[src/rtl/mcsv_defs.vh]
// Constants for the motor current scale and velocity mode block
`ifndef MCSV_DEFS_VH
`define MCSV_DEFS_VH
`define MCSV_CLK_HZ          50000000
`define MCSV_TICK_CLKS       262144
`define MCSV_STST_CLKS       1048576
`define MCSV_IVL_W           20
`define MCSV_IVL_MAX         20'hFFFFF
`define MCSV_ADDR_CUR        8'h00
`define MCSV_ADDR_PDOWN      8'h04
`define MCSV_ADDR_TRIM       8'h08
`define MCSV_ADDR_QUIET      8'h0C
`define MCSV_ADDR_HIGH       8'h10
`define MCSV_ADDR_LOAD       8'h14
`define MCSV_ADDR_CFG        8'h18
`define MCSV_ADDR_STAT       8'h1C
`define MCSV_ADDR_IVL        8'h20
`define MCSV_CUR_RUN_LSB     0
`define MCSV_CUR_HOLD_LSB    8
`define MCSV_CUR_DLY_LSB     16
`define MCSV_CFG_HYST_BIT    0
`define MCSV_CFG_SHIFT_LSB   4
`define MCSV_STAT_STST_BIT   0
`define MCSV_STAT_QUIET_BIT  1
`define MCSV_STAT_HIGH_BIT   2
`define MCSV_STAT_LOAD_BIT   3
`define MCSV_STAT_CS_LSB     8
`define MCSV_RST_RUN         5'h1F
`define MCSV_RST_HOLD        5'h10
`define MCSV_RST_DLY         4'h1
`define MCSV_RST_PDOWN       8'h0A
`define MCSV_RST_TRIM        8'h00
`define MCSV_RST_LIMIT       20'h00000
`define MCSV_RESP_OKAY       2'h0
`define MCSV_RESP_SLVERR     2'h2
`endif

[src/rtl/mcsv_step_timer.v]
// Step interval measurement and standstill detection
`timescale 1ns/1ps
`include "mcsv_defs.vh"
module mcsv_step_timer #(
  parameter integer STST_CLKS = `MCSV_STST_CLKS
) (
  input  wire        aclk,
  input  wire        aresetn,
  input  wire        step_pulse,
  input  wire [3:0]  step_shift,
  output reg  [19:0] step_interval_r,
  output reg         standstill_r
);
  reg  [20:0] cnt_r;
  wire [20:0] elapsed = cnt_r + 21'h000001;
  wire [20:0] norm    = elapsed >> step_shift;

  always @(posedge aclk) begin
    if (!aresetn) begin
      cnt_r           <= 21'h100000;
      step_interval_r <= `MCSV_IVL_MAX;
      standstill_r    <= 1'b1;
    end else if (step_pulse) begin
      cnt_r        <= 21'h000000;
      standstill_r <= 1'b0;
      if (norm[20] || standstill_r)
        step_interval_r <= `MCSV_IVL_MAX;
      else
        step_interval_r <= norm[19:0];
    end else if (elapsed >= STST_CLKS[20:0]) begin
      standstill_r    <= 1'b1;
      step_interval_r <= `MCSV_IVL_MAX;
    end else begin
      cnt_r <= elapsed;
    end
  end
endmodule

[src/rtl/mcsv_thresh_cmp.v]
// One interval threshold comparison with hysteresis
`timescale 1ns/1ps
module mcsv_thresh_cmp (
  input  wire        aclk,
  input  wire        aresetn,
  input  wire [19:0] step_interval,
  input  wire [19:0] interval_limit,
  input  wire        small_hyst,
  output reg         fast_r
);
  wire [20:0] hyst_add = small_hyst ? {6'h00, step_interval[19:5]} : {5'h00, step_interval[19:4]};
  wire [20:0] ivl_hyst = {1'b0, step_interval} + hyst_add;

  always @(posedge aclk) begin
    if (!aresetn)
      fast_r <= 1'b0;
    else if (ivl_hyst <= {1'b0, interval_limit})
      fast_r <= 1'b1;
    else if (step_interval > interval_limit)
      fast_r <= 1'b0;
  end
endmodule

[src/rtl/mcsv_top.v]
// Coil current scaling, hold ramp and velocity mode selection with AXI4-Lite registers
//
// Added by the designer: register access over AXI4-Lite and the register offsets.
`timescale 1ns/1ps
`include "mcsv_defs.vh"
module mcsv_top #(
  parameter integer TICK_CLKS = `MCSV_TICK_CLKS,
  parameter integer STST_CLKS = `MCSV_STST_CLKS
) (
  input  wire               aclk,
  input  wire               aresetn,
  input  wire [7:0]         s_axi_awaddr,
  input  wire               s_axi_awvalid,
  output reg                s_axi_awready,
  input  wire [31:0]        s_axi_wdata,
  input  wire [3:0]         s_axi_wstrb,
  input  wire               s_axi_wvalid,
  output reg                s_axi_wready,
  output reg  [1:0]         s_axi_bresp,
  output reg                s_axi_bvalid,
  input  wire               s_axi_bready,
  input  wire [7:0]         s_axi_araddr,
  input  wire               s_axi_arvalid,
  output reg                s_axi_arready,
  output reg  [31:0]        s_axi_rdata,
  output reg  [1:0]         s_axi_rresp,
  output reg                s_axi_rvalid,
  input  wire               s_axi_rready,
  input  wire               step_pulse,
  input  wire signed [8:0]  sine_a_in,
  input  wire signed [8:0]  sine_b_in,
  input  wire [4:0]         load_adapt_scale_req,
  output reg  signed [8:0]  coil_a_out,
  output reg  signed [8:0]  coil_b_out,
  output reg  [4:0]         current_scale,
  output wire               standstill,
  output reg                quiet_mode_active,
  output reg                high_speed_active,
  output reg                load_adapt_active
);
  localparam [3:0] ST_RUN  = 4'b0001;
  localparam [3:0] ST_WAIT = 4'b0010;
  localparam [3:0] ST_RAMP = 4'b0100;
  localparam [3:0] ST_HOLD = 4'b1000;

  // Configuration registers
  reg  [4:0]  run_current_scale_r;
  reg  [4:0]  hold_current_scale_r;
  reg  [3:0]  hold_ramp_delay_r;
  reg  [7:0]  power_down_delay_r;
  reg  [7:0]  global_current_trim_r;
  reg  [19:0] quiet_mode_interval_limit_r;
  reg  [19:0] high_speed_interval_limit_r;
  reg  [19:0] load_adapt_interval_limit_r;
  reg         small_hyst_r;
  reg  [3:0]  step_shift_r;

  // Bus state
  reg  [7:0]  aw_addr_r;
  reg         aw_held_r;
  reg  [31:0] w_data_r;
  reg  [3:0]  w_strb_r;
  reg         w_held_r;

  // Ramp state
  reg  [3:0]  state_r;
  reg  [3:0]  state_nxt;
  reg  [17:0] div_r;
  reg  [7:0]  unit_r;
  reg  [4:0]  cs_r;
  reg  [4:0]  cs_nxt;

  wire [19:0] step_interval;
  wire [2:0]  fast;
  wire [59:0] limits = {load_adapt_interval_limit_r, high_speed_interval_limit_r, quiet_mode_interval_limit_r};

  mcsv_step_timer #(
    .STST_CLKS       (STST_CLKS)
  ) u_timer (
    .aclk            (aclk),
    .aresetn         (aresetn),
    .step_pulse      (step_pulse),
    .step_shift      (step_shift_r),
    .step_interval_r (step_interval),
    .standstill_r    (standstill)
  );

  // One comparator per limit: quiet, high speed, load adapt
  genvar gi;
  generate
    for (gi = 0; gi < 3; gi = gi + 1) begin : g_cmp
      mcsv_thresh_cmp u_cmp (
        .aclk           (aclk),
        .aresetn        (aresetn),
        .step_interval  (step_interval),
        .interval_limit (limits[gi*20 +: 20]),
        .small_hyst     (small_hyst_r),
        .fast_r         (fast[gi])
      );
    end
  endgenerate

  // Register read view
  function [31:0] rd_word;
    input [7:0] addr;
    begin
      rd_word = 32'h00000000;
      if (addr == `MCSV_ADDR_CUR) begin
        rd_word[`MCSV_CUR_RUN_LSB +: 5]  = run_current_scale_r;
        rd_word[`MCSV_CUR_HOLD_LSB +: 5] = hold_current_scale_r;
        rd_word[`MCSV_CUR_DLY_LSB +: 4]  = hold_ramp_delay_r;
      end else if (addr == `MCSV_ADDR_PDOWN) begin
        rd_word[7:0] = power_down_delay_r;
      end else if (addr == `MCSV_ADDR_TRIM) begin
        rd_word[7:0] = global_current_trim_r;
      end else if (addr == `MCSV_ADDR_QUIET) begin
        rd_word[19:0] = quiet_mode_interval_limit_r;
      end else if (addr == `MCSV_ADDR_HIGH) begin
        rd_word[19:0] = high_speed_interval_limit_r;
      end else if (addr == `MCSV_ADDR_LOAD) begin
        rd_word[19:0] = load_adapt_interval_limit_r;
      end else if (addr == `MCSV_ADDR_CFG) begin
        rd_word[`MCSV_CFG_HYST_BIT]      = small_hyst_r;
        rd_word[`MCSV_CFG_SHIFT_LSB +: 4] = step_shift_r;
      end else if (addr == `MCSV_ADDR_STAT) begin
        rd_word[`MCSV_STAT_STST_BIT]   = standstill;
        rd_word[`MCSV_STAT_QUIET_BIT]  = quiet_mode_active;
        rd_word[`MCSV_STAT_HIGH_BIT]   = high_speed_active;
        rd_word[`MCSV_STAT_LOAD_BIT]   = load_adapt_active;
        rd_word[`MCSV_STAT_CS_LSB +: 5] = current_scale;
      end else if (addr == `MCSV_ADDR_IVL) begin
        rd_word[19:0] = step_interval;
      end
    end
  endfunction

  function addr_ok;
    input [7:0] addr;
    begin
      addr_ok = (addr[1:0] == 2'h0) && (addr <= `MCSV_ADDR_IVL);
    end
  endfunction

  function addr_wr;
    input [7:0] addr;
    begin
      addr_wr = addr_ok(addr) && (addr != `MCSV_ADDR_STAT) && (addr != `MCSV_ADDR_IVL);
    end
  endfunction

  wire [31:0] wmask = {{8{w_strb_r[3]}}, {8{w_strb_r[2]}}, {8{w_strb_r[1]}}, {8{w_strb_r[0]}}};
  wire [31:0] wword = (rd_word(aw_addr_r) & ~wmask) | (w_data_r & wmask);
  wire        do_wr = aw_held_r && w_held_r && !s_axi_bvalid;

  // Write channel
  always @(posedge aclk) begin
    if (!aresetn) begin
      s_axi_awready <= 1'b1;
      s_axi_wready  <= 1'b1;
      s_axi_bvalid  <= 1'b0;
      s_axi_bresp   <= `MCSV_RESP_OKAY;
      aw_held_r     <= 1'b0;
      w_held_r      <= 1'b0;
      aw_addr_r     <= 8'h00;
      w_data_r      <= 32'h00000000;
      w_strb_r      <= 4'h0;
    end else begin
      if (s_axi_awvalid && s_axi_awready) begin
        aw_addr_r     <= s_axi_awaddr;
        aw_held_r     <= 1'b1;
        s_axi_awready <= 1'b0;
      end
      if (s_axi_wvalid && s_axi_wready) begin
        w_data_r     <= s_axi_wdata;
        w_strb_r     <= s_axi_wstrb;
        w_held_r     <= 1'b1;
        s_axi_wready <= 1'b0;
      end
      if (do_wr) begin
        aw_held_r    <= 1'b0;
        w_held_r     <= 1'b0;
        s_axi_bvalid <= 1'b1;
        s_axi_bresp  <= addr_wr(aw_addr_r) ? `MCSV_RESP_OKAY : `MCSV_RESP_SLVERR;
      end
      if (s_axi_bvalid && s_axi_bready) begin
        s_axi_bvalid  <= 1'b0;
        s_axi_awready <= 1'b1;
        s_axi_wready  <= 1'b1;
      end
    end
  end

  // Register storage
  always @(posedge aclk) begin
    if (!aresetn) begin
      run_current_scale_r         <= `MCSV_RST_RUN;
      hold_current_scale_r        <= `MCSV_RST_HOLD;
      hold_ramp_delay_r           <= `MCSV_RST_DLY;
      power_down_delay_r          <= `MCSV_RST_PDOWN;
      global_current_trim_r       <= `MCSV_RST_TRIM;
      quiet_mode_interval_limit_r <= `MCSV_RST_LIMIT;
      high_speed_interval_limit_r <= `MCSV_RST_LIMIT;
      load_adapt_interval_limit_r <= `MCSV_RST_LIMIT;
      small_hyst_r                <= 1'b0;
      step_shift_r                <= 4'h0;
    end else if (do_wr) begin
      if (aw_addr_r == `MCSV_ADDR_CUR) begin
        run_current_scale_r  <= wword[`MCSV_CUR_RUN_LSB +: 5];
        hold_current_scale_r <= wword[`MCSV_CUR_HOLD_LSB +: 5];
        hold_ramp_delay_r    <= wword[`MCSV_CUR_DLY_LSB +: 4];
      end else if (aw_addr_r == `MCSV_ADDR_PDOWN) begin
        power_down_delay_r <= wword[7:0];
      end else if (aw_addr_r == `MCSV_ADDR_TRIM) begin
        global_current_trim_r <= wword[7:0];
      end else if (aw_addr_r == `MCSV_ADDR_QUIET) begin
        quiet_mode_interval_limit_r <= wword[19:0];
      end else if (aw_addr_r == `MCSV_ADDR_HIGH) begin
        high_speed_interval_limit_r <= wword[19:0];
      end else if (aw_addr_r == `MCSV_ADDR_LOAD) begin
        load_adapt_interval_limit_r <= wword[19:0];
      end else if (aw_addr_r == `MCSV_ADDR_CFG) begin
        small_hyst_r <= wword[`MCSV_CFG_HYST_BIT];
        step_shift_r <= (wword[`MCSV_CFG_SHIFT_LSB +: 4] > 4'h8) ? 4'h8 : wword[`MCSV_CFG_SHIFT_LSB +: 4];
      end
    end
  end

  // Read channel
  always @(posedge aclk) begin
    if (!aresetn) begin
      s_axi_arready <= 1'b1;
      s_axi_rvalid  <= 1'b0;
      s_axi_rdata   <= 32'h00000000;
      s_axi_rresp   <= `MCSV_RESP_OKAY;
    end else if (s_axi_arvalid && s_axi_arready) begin
      s_axi_arready <= 1'b0;
      s_axi_rvalid  <= 1'b1;
      s_axi_rdata   <= rd_word(s_axi_araddr);
      s_axi_rresp   <= addr_ok(s_axi_araddr) ? `MCSV_RESP_OKAY : `MCSV_RESP_SLVERR;
    end else if (s_axi_rvalid && s_axi_rready) begin
      s_axi_rvalid  <= 1'b0;
      s_axi_arready <= 1'b1;
    end
  end

  // Velocity dependent modes follow the comparators; high speed masks load adapt
  always @(posedge aclk) begin
    if (!aresetn) begin
      quiet_mode_active <= 1'b1;
      high_speed_active <= 1'b0;
      load_adapt_active <= 1'b0;
    end else begin
      quiet_mode_active <= !fast[0];
      high_speed_active <= fast[1];
      load_adapt_active <= fast[2] && !fast[1];
    end
  end

  // Run level, capped by load_adapt_scale_req when load adapt acts
  wire [4:0] run_level = (load_adapt_active && load_adapt_scale_req < run_current_scale_r) ?
                         load_adapt_scale_req : run_current_scale_r;

  // Power-down timebase of 2^18 clocks, restarted per unit
  wire tick      = (div_r == TICK_CLKS[17:0] - 18'h00001);
  wire in_timing = state_r[1] | state_r[2];

  always @(posedge aclk) begin
    if (!aresetn)
      div_r <= 18'h00000;
    else if (!in_timing || tick || state_nxt != state_r)
      div_r <= 18'h00000;
    else
      div_r <= div_r + 18'h00001;
  end

  // Hold ramp sequencing
  always @* begin
    state_nxt = state_r;
    cs_nxt    = cs_r;
    case (state_r)
      ST_RUN: begin
        cs_nxt = run_level;
        if (standstill) begin
          state_nxt = ST_WAIT;
        end
      end
      ST_WAIT: begin
        if (unit_r == power_down_delay_r) begin
          state_nxt = ST_RAMP;
        end
      end
      ST_RAMP: begin
        if (hold_ramp_delay_r == 4'h0 || cs_r <= hold_current_scale_r) begin
          cs_nxt    = hold_current_scale_r;
          state_nxt = ST_HOLD;
        end else if (tick && unit_r == {4'h0, hold_ramp_delay_r - 4'h1}) begin
          cs_nxt = cs_r - 5'h01;
          if (cs_r - 5'h01 <= hold_current_scale_r) begin
            state_nxt = ST_HOLD;
          end
        end
      end
      ST_HOLD: begin
        cs_nxt = hold_current_scale_r;
      end
      default: begin
        state_nxt = ST_RUN;
      end
    endcase
    if (!standstill && state_r != ST_RUN) begin
      state_nxt = ST_RUN;
      cs_nxt    = run_level;
    end
  end

  always @(posedge aclk) begin
    if (!aresetn) begin
      state_r <= ST_RUN;
      cs_r    <= `MCSV_RST_RUN;
      unit_r  <= 8'h00;
    end else begin
      state_r <= state_nxt;
      cs_r    <= cs_nxt;
      if (state_nxt != state_r)
        unit_r <= 8'h00;
      else if (state_r == ST_RAMP && tick && unit_r == {4'h0, hold_ramp_delay_r - 4'h1})
        unit_r <= 8'h00;
      else if (tick)
        unit_r <= unit_r + 8'h01;
    end
  end

  // Coil targets: sine * (cs+1)/32 * trim/256
  wire        [5:0]  cs_fac   = {1'b0, cs_r} + 6'h01;
  wire        [8:0]  trim_fac = (global_current_trim_r == 8'h00) ? 9'h100 : {1'b0, global_current_trim_r};
  wire signed [25:0] prod_a   = sine_a_in * $signed({1'b0, cs_fac}) * $signed({1'b0, trim_fac});
  wire signed [25:0] prod_b   = sine_b_in * $signed({1'b0, cs_fac}) * $signed({1'b0, trim_fac});

  always @(posedge aclk) begin
    if (!aresetn) begin
      coil_a_out    <= 9'h000;
      coil_b_out    <= 9'h000;
      current_scale <= `MCSV_RST_RUN;
    end else begin
      coil_a_out    <= prod_a[21:13];
      coil_b_out    <= prod_b[21:13];
      current_scale <= cs_r;
    end
  end
endmodule

[config.mk]
export PLATFORM = sky130hd
export DESIGN_NAME = mcsv_top
export DESIGN_NICKNAME = d
export VERILOG_FILES = /design/src/rtl/mcsv_step_timer.v /design/src/rtl/mcsv_thresh_cmp.v /design/src/rtl/mcsv_top.v
export VERILOG_INCLUDE_DIRS = /design/src /design/src/rtl
export SDC_FILE = /design/constraint.sdc
export NUM_CORES = 2
export LEC_CHECK = 0
export ABC_AREA = 1
export BUFFER_PORTS_ARGS = -buffer_cell sky130_fd_sc_hd__buf_4
export CAP_MARGIN = 5
export CORE_MARGIN = 3
export CORE_UTILIZATION = 36
export CTS_CLUSTER_DIAMETER = 40
export DETAILED_ROUTE_END_ITERATION = 6
export HOLD_SLACK_MARGIN = 0.05
export SLEW_MARGIN = 20
export SYNTH_ARGS = -nofsm -noshare
export SYNTH_HDL_FRONTEND = slang
export SYNTH_SLANG_ARGS = --single-unit
[constraint.sdc]
create_clock -name aclk -period 14.6 [get_ports aclk]
set_input_delay 2.92 -clock aclk [delete_from_list [all_inputs] [get_ports aclk]]
set_output_delay 2.92 -clock aclk [all_outputs]
set_load 0.01 [all_outputs]
# Word-level counts from Yosys, hierarchy flattened
# Index checks and enable logic that the tools add are counted.
[totals]
reg_bits = 263
memories = 0
rom_bits = 0
in_bits = 83
ram_bits = 0
latch_bits = 0
wordCells = 251
[op_classes]
muxes = 94
bitwise_logic = 12
magnitude_cmp = 13
div_mod_pow = 0
n_shift = 1
eq_ne = 29
n_addsub = 7
reduce_logical = 51
multipliers = 4
[ops]
columns = ["op", "n"]
rows = [
  ["20-bit two-way mux", 29],
  ["12-bit two-way mux", 6],
  ["8-bit by 5-bit equality test with 1-bit output, second input constant", 8],
  ["21-bit by 20-bit <= comparator with 1-bit output", 3],
  ["20-bit > comparator", 3],
  ["4-bit two-way mux", 15],
  ["5-bit two-way mux", 10],
  ["16-bit by 10-bit multiplier with 22-bit output", 2],
  ["21-bit two-way mux", 2],
  ["20-bit bitwise AND", 2],
  ["8-bit by 4-bit equality test with 1-bit output, second input constant", 4],
  ["9-bit by 7-bit multiplier with 16-bit output", 2],
  ["8-bit two-way mux", 4],
  ["8-bit zero test", 3],
  ["20-bit by 21-bit adder with 21-bit output", 1],
  ["21-bit by 1-bit adder with 21-bit output, second input constant", 1],
  ["21-bit greater-or-equal comparator, second input constant", 1],
  ["21-bit by 4-bit >> shifter with 21-bit output", 1],
  ["20-bit inverter", 1],
  ["20-bit bitwise OR", 1],
  ["18-bit by 1-bit adder with 18-bit output, second input constant", 1],
  ["18-bit equality test, second input constant", 1],
  ["3-bit two-way mux", 6],
  ["1-bit logical AND", 17],
  ["other kinds (46)", 87],
]

# Logic depth before layout (Yosys ltp)
[logic_depth]
word_depth = 22
ltp_mapped = 50
depth_no_buf = 49

# Cells and area by module
# A second synthesis with hierarchy kept.
[hier_totals]
hier_cells = 4953
hier_area_um2 = 33787.4
[modules_own_cells]
columns = ["mod", "area_each_um2", "seq_area_each_um2", "cells_each", "instances"]
rows = [
  ["mcsv_top", 24414.7, 4324.1, 3402, 1],
  ["mcsv_thresh_cmp", 2132.0, 20.0, 351, 3],
  ["mcsv_step_timer", 2976.6, 840.8, 498, 1],
]

# Worst setup path after synthesis
# Ideal clock, no wire load.
[synth_path]
path_kind = "input port to flip-flop"
start = "in sine_a_in[8]"
end = "reg coil_a_out[8]"
setup_time_ps = 115
cell_stages = 38
arrival_time_ps = 10567
path_buffers = 0
setup_slack_ps = 3918
path_cell_list = "nand2_1 -> inv_1 -> fa_1 -> inv_1 -> fa_1 -> inv_1 -> fa_1 -> inv_1 -> fa_1 -> inv_1 -> ha_1 -> nand2_1 -> nor2_1 -> nand2_1 -> nor2_1 -> nor2_1 -> nand2_1 -> and2_1 -> [2 not listed] -> inv_1 -> fa_1 -> fa_1 -> fa_1 -> inv_1 -> fa_1 -> inv_1 -> ha_1 -> nand2_1 -> inv_1 -> nand3_1 -> nor3_1 -> inv_1 -> or2_2 -> nand3_1 -> nand3_1 -> a21oi_1 -> nor2_1"
[synth_via]
elab_chain_len = 2
[synth_rtl]
columns = ["element", "line_no", "text"]
rows = [
  ["start, declared", "mcsv_top.v:30", "input wire signed [8:0] sine_a_in,"],
  ["9-bit by 7-bit multiplier with 16-bit output", "mcsv_top.v:336", "wire signed [25:0] prod_a = sine_a_in * $signed({1'b0, cs_fac}) * $signed({1'b0, trim_fac});"],
  ["16-bit by 10-bit multiplier with 22-bit output", "mcsv_top.v:336", ""],
  ["end signal, assigned", "mcsv_top.v:345", "coil_a_out <= prod_a[21:13];"],
  ["end, declared", "mcsv_top.v:33", "output reg signed [8:0] coil_a_out,"],
]
# No other way between the ends.
# A chain may end at the register's enable or synchronous reset.

# Final worst setup path
[layout_path]
start = "in sine_a_in[8]"
end = "reg coil_a_out[6]"
# Same word-level chain as after synthesis.

==> out/results.txt <==
Clock Latency Late Sink -> 0.61 ns
vias after detailed routing -> 29,110
global-route met1 utilization -> 29.54%
GPL Wtd Cong -> 0.9646
DRC violations left -> 0
critical path startpoint -> sine_a_in[8]
Die Y -> 298.9 µm
antenna-violating nets left -> 0
Syn Area/Cell -> 6.973 µm²
layout cell share with drive strength beyond 1 -> 6.790%
mapped cell area -> 30,880 µm²
Critical Path AT -> 11.68 ns
worst reg2reg endpoint -> coil_a_out[6]
CP Launch Type -> primary input
flops & latches, synth -> 261
initial antenna violation count -> 1
# nets final -> 5,175
CTS buffer count -> 51
DR iter-0 viols -> 2,032
Num Clock Sinks -> 261
global-route usage over all layers -> 22.58%
final setup fails -> 0
worst reg-to-reg path cell count -> 37
first drt pass iteration count -> 6
num ports -> 151
cts repair resizes -> 0
crit-path max cell delay -> 0.75 ns
layer with the highest usage -> met2
Slew @ Worst Pin -> 1.152 ns
Die Area -> 89,320 µm²
worst hold start -> g_cmp[0].u_cmp.fast_r
# diodes -> 0
Worst setup EP type -> flip-flop
R2R Setup Slk -> 3.69 ns
R2R Path Start -> cs_r[0]
Initial Util -> 36.60%
CP max FO -> 6
Mapped Cells -> 4,428
Slew Limit Fails -> 0
Warnings, synthesis -> 0
global-route wire length before repair -> 160.0 mm
# port buffers -> 123
Async SR Flop Fraction -> 0%
design area -> 34,680 µm²
CP max-delay cell -> xnor2_1
max-cap viol count -> 0
Setup CP Type -> primary input to flip-flop
Tmin final -> 11.20 ns
Max IR drop VDD -> 0.09550 mV
PwrDens -> 129.4 nW/µm²
area grow syn2layout -> 12.34%
Fmax -> 89.25 MHz
skew final -> 0.02097 ns
final hold vios -> 0
number of global-route vias before repair -> 28,790
outcome -> completed
gr ovfl total -> 0
CTS tree -> yes
number of synthesized flops with an enable pin -> 0
Hold Crit Class -> flip-flop to flip-flop
root buffer cell -> clkbuf_16
Main synth FF type -> dfxtp_1
wire per inst -> 17.85 µm
vias per inst -> 5.134
clock buffer depth -> 3
clk slew on worst S/H paths -> 0.05 ns
CTS H-tree lvls -> 2
Core Area -> 84,350 µm²
DP HPWL -> 80.10 mm
Crit path required time -> 15.07 ns
global-route met3 utilization -> 4.046%
Crit path top cell by count -> inv_1
M2 GR Usage -> 37.17%
crit path capture -> coil_a_out[6]
die width -> 298.9 µm
Slew HR -> 22.99%
P_leak -> 16.98 nW
Post-CTS Setup Bufs -> 0
post-synthesis sequential area ratio -> 16.92%
DP Area -> 32,840 µm²
fillers -> 8,949
Hold-fix buffers, CTS -> 0
row cnt -> 106
largest net degree at the start of global routing -> 106
final worst-path cycle share -> 76.74%
RSZ-0062 raised after global routing -> false
DRT Wirelength -> 101.2 mm
post-synth cell types -> 57
setup_tns -> 0 ns
## worst max-delay path: cells and delay by family
kind | cells | cell delay, ns
AO/OA/AOI/OAI | 4 | 0.78
XOR/XNOR | 1 | 0.75
adder cells (fa/ha/maj) | 11 | 5.14
buffers and inverters | 11 | 0.86
AND/OR/NAND/NOR | 7 | 1.21
## metrics by stage
stage | power [mW] | cells | setup WS, ns | util [%] | hold slack (ns)
2_1_floorplan | 2.574 | 4441 | 3.918 | - | 0.3585
3_3_place_gp | 3.218 | 5576 | 2.866 | 38.93 | 0.3992
3_5_place_dp | 3.243 | 5576 | 2.821 | 38.93 | 0.4068
4_1_cts | 4.534 | 5670 | 3.412 | 41.12 | 0.4011
5_1_grt | 4.928 | 5670 | 2.759 | 41.12 | 0.4024
6_report | 4.488 | 5670 | 3.395 | 41.12 | 0.4070
## power breakdown
part	internal (mW)	switching [mW]
clock network	0.807	0.464
registers	0.755	0.0309
logic	0.804	1.63
## registers in the layout, summed over array words and instances, names as in the netlist, 8 cells and up
signal and flops:
u_timer.cnt_r 21, high_speed_interval_limit_r 20, load_adapt_interval_limit_r 20, quiet_mode_interval_limit_r 20, s_axi_rdata 20, u_timer.step_interval_r 20, w_data_r 20, div_r 18
coil_a_out 9, coil_b_out 9, aw_addr_r 8, global_current_trim_r 8, power_down_delay_r 8, unit_r 8
## layout make-up
class                           instances  area, µm²  area share (%)
Clock inverter                         38      531.8           1.533
Tap cell                             1134       1419           4.091
Multi-Input combinational cell       3196      21930           63.23
Sequential cell                       261       5225           15.06
Inverter                              834       3131           9.026
Clock buffer                           56       1315           3.791
Timing Repair Buffer                  151       1134           3.268
## cells in the mapped netlist (8+ instances only)
master / instances / area share (%)
nand2_1: 869 / 11
inv_1: 816 / 9.9
nor2_1: 429 / 5.2
a21oi_1: 346 / 5.6
o21ai_0: 336 / 5.4
ha_1: 312 / 13
fa_1: 285 / 18
dfxtp_1: 261 / 17
nand3_1: 209 / 3.4
clkbuf_1: 117 / 1.4
nand4_1: 57 / 1.2
xor2_1: 49 / 1.4
o22ai_1: 40 / 0.81
xnor2_1: 35 / 0.99
nor3_1: 31 / 0.50
o211ai_1: 20 / 0.49
o2111ai_1: 17 / 0.48
nor2_2: 16 / 0.32
buf_4: 14 / 0.34
a31oi_1: 11 / 0.22
inv_2: 11 / 0.13
buf_1: 10 / 0.12
o21ai_1: 10 / 0.16
a21o_1: 9 / 0.22
nor2_4: 9 / 0.33
nor4_1: 9 / 0.18
o221ai_1: 9 / 0.26
a211oi_1: 8 / 0.19
o21a_1: 8 / 0.19
or2_2: 8 / 0.16
## cells by family (layout without fill, tap and decap cells)
logic type	Yosys count	count (layout)	share of synthesized area, %
simple gates	1666	1666	22.66
buf+inv	984	1079	12.21
compound gates	835	835	14.69
fa+ha+maj	597	597	31.12
flops	261	261	16.92
xor+xnor	84	84	2.383
other cells	1	14	0.01215
## cell usage in the layout (no fill, tap or decap), drive strengths merged, types with 10 or more instances in the layout
cell     synthesis  final
or2             10     10
nand3          212    212
clkinv           7     20
nor3            36     36
conb             1     14
ha             312    312
fa             285    285
buf             33    151
inv            827    838
clkbuf         117     56
o21ai          346    346
a21oi          346    346
o22ai           40     40
o211ai          20     20
o2111ai         17     17
dfxtp          261    261
nand2          876    876
nand4           58     58
xnor2           35     35
nor2           454    454
xor2            49     49
a31oi           12     12
## worst min-delay path by stage
stage	end	slack, ns	cells after the start
floorplan	quiet_mode_active	0.36	1
detailed placement	load_adapt_active	0.41	1
global placement	load_adapt_active	0.40	1
CTS	quiet_mode_active	0.40	1
finish	quiet_mode_active	0.41	1
global route	quiet_mode_active	0.40	1
## routing by layer
metal	vias to the layer above	wire, µm
li1	14240	-
met1	13750	43890
met2	941	45570
met3	179	7685
met4	0	4049
met5	-	0
Power figures use the tool's default switching activity.
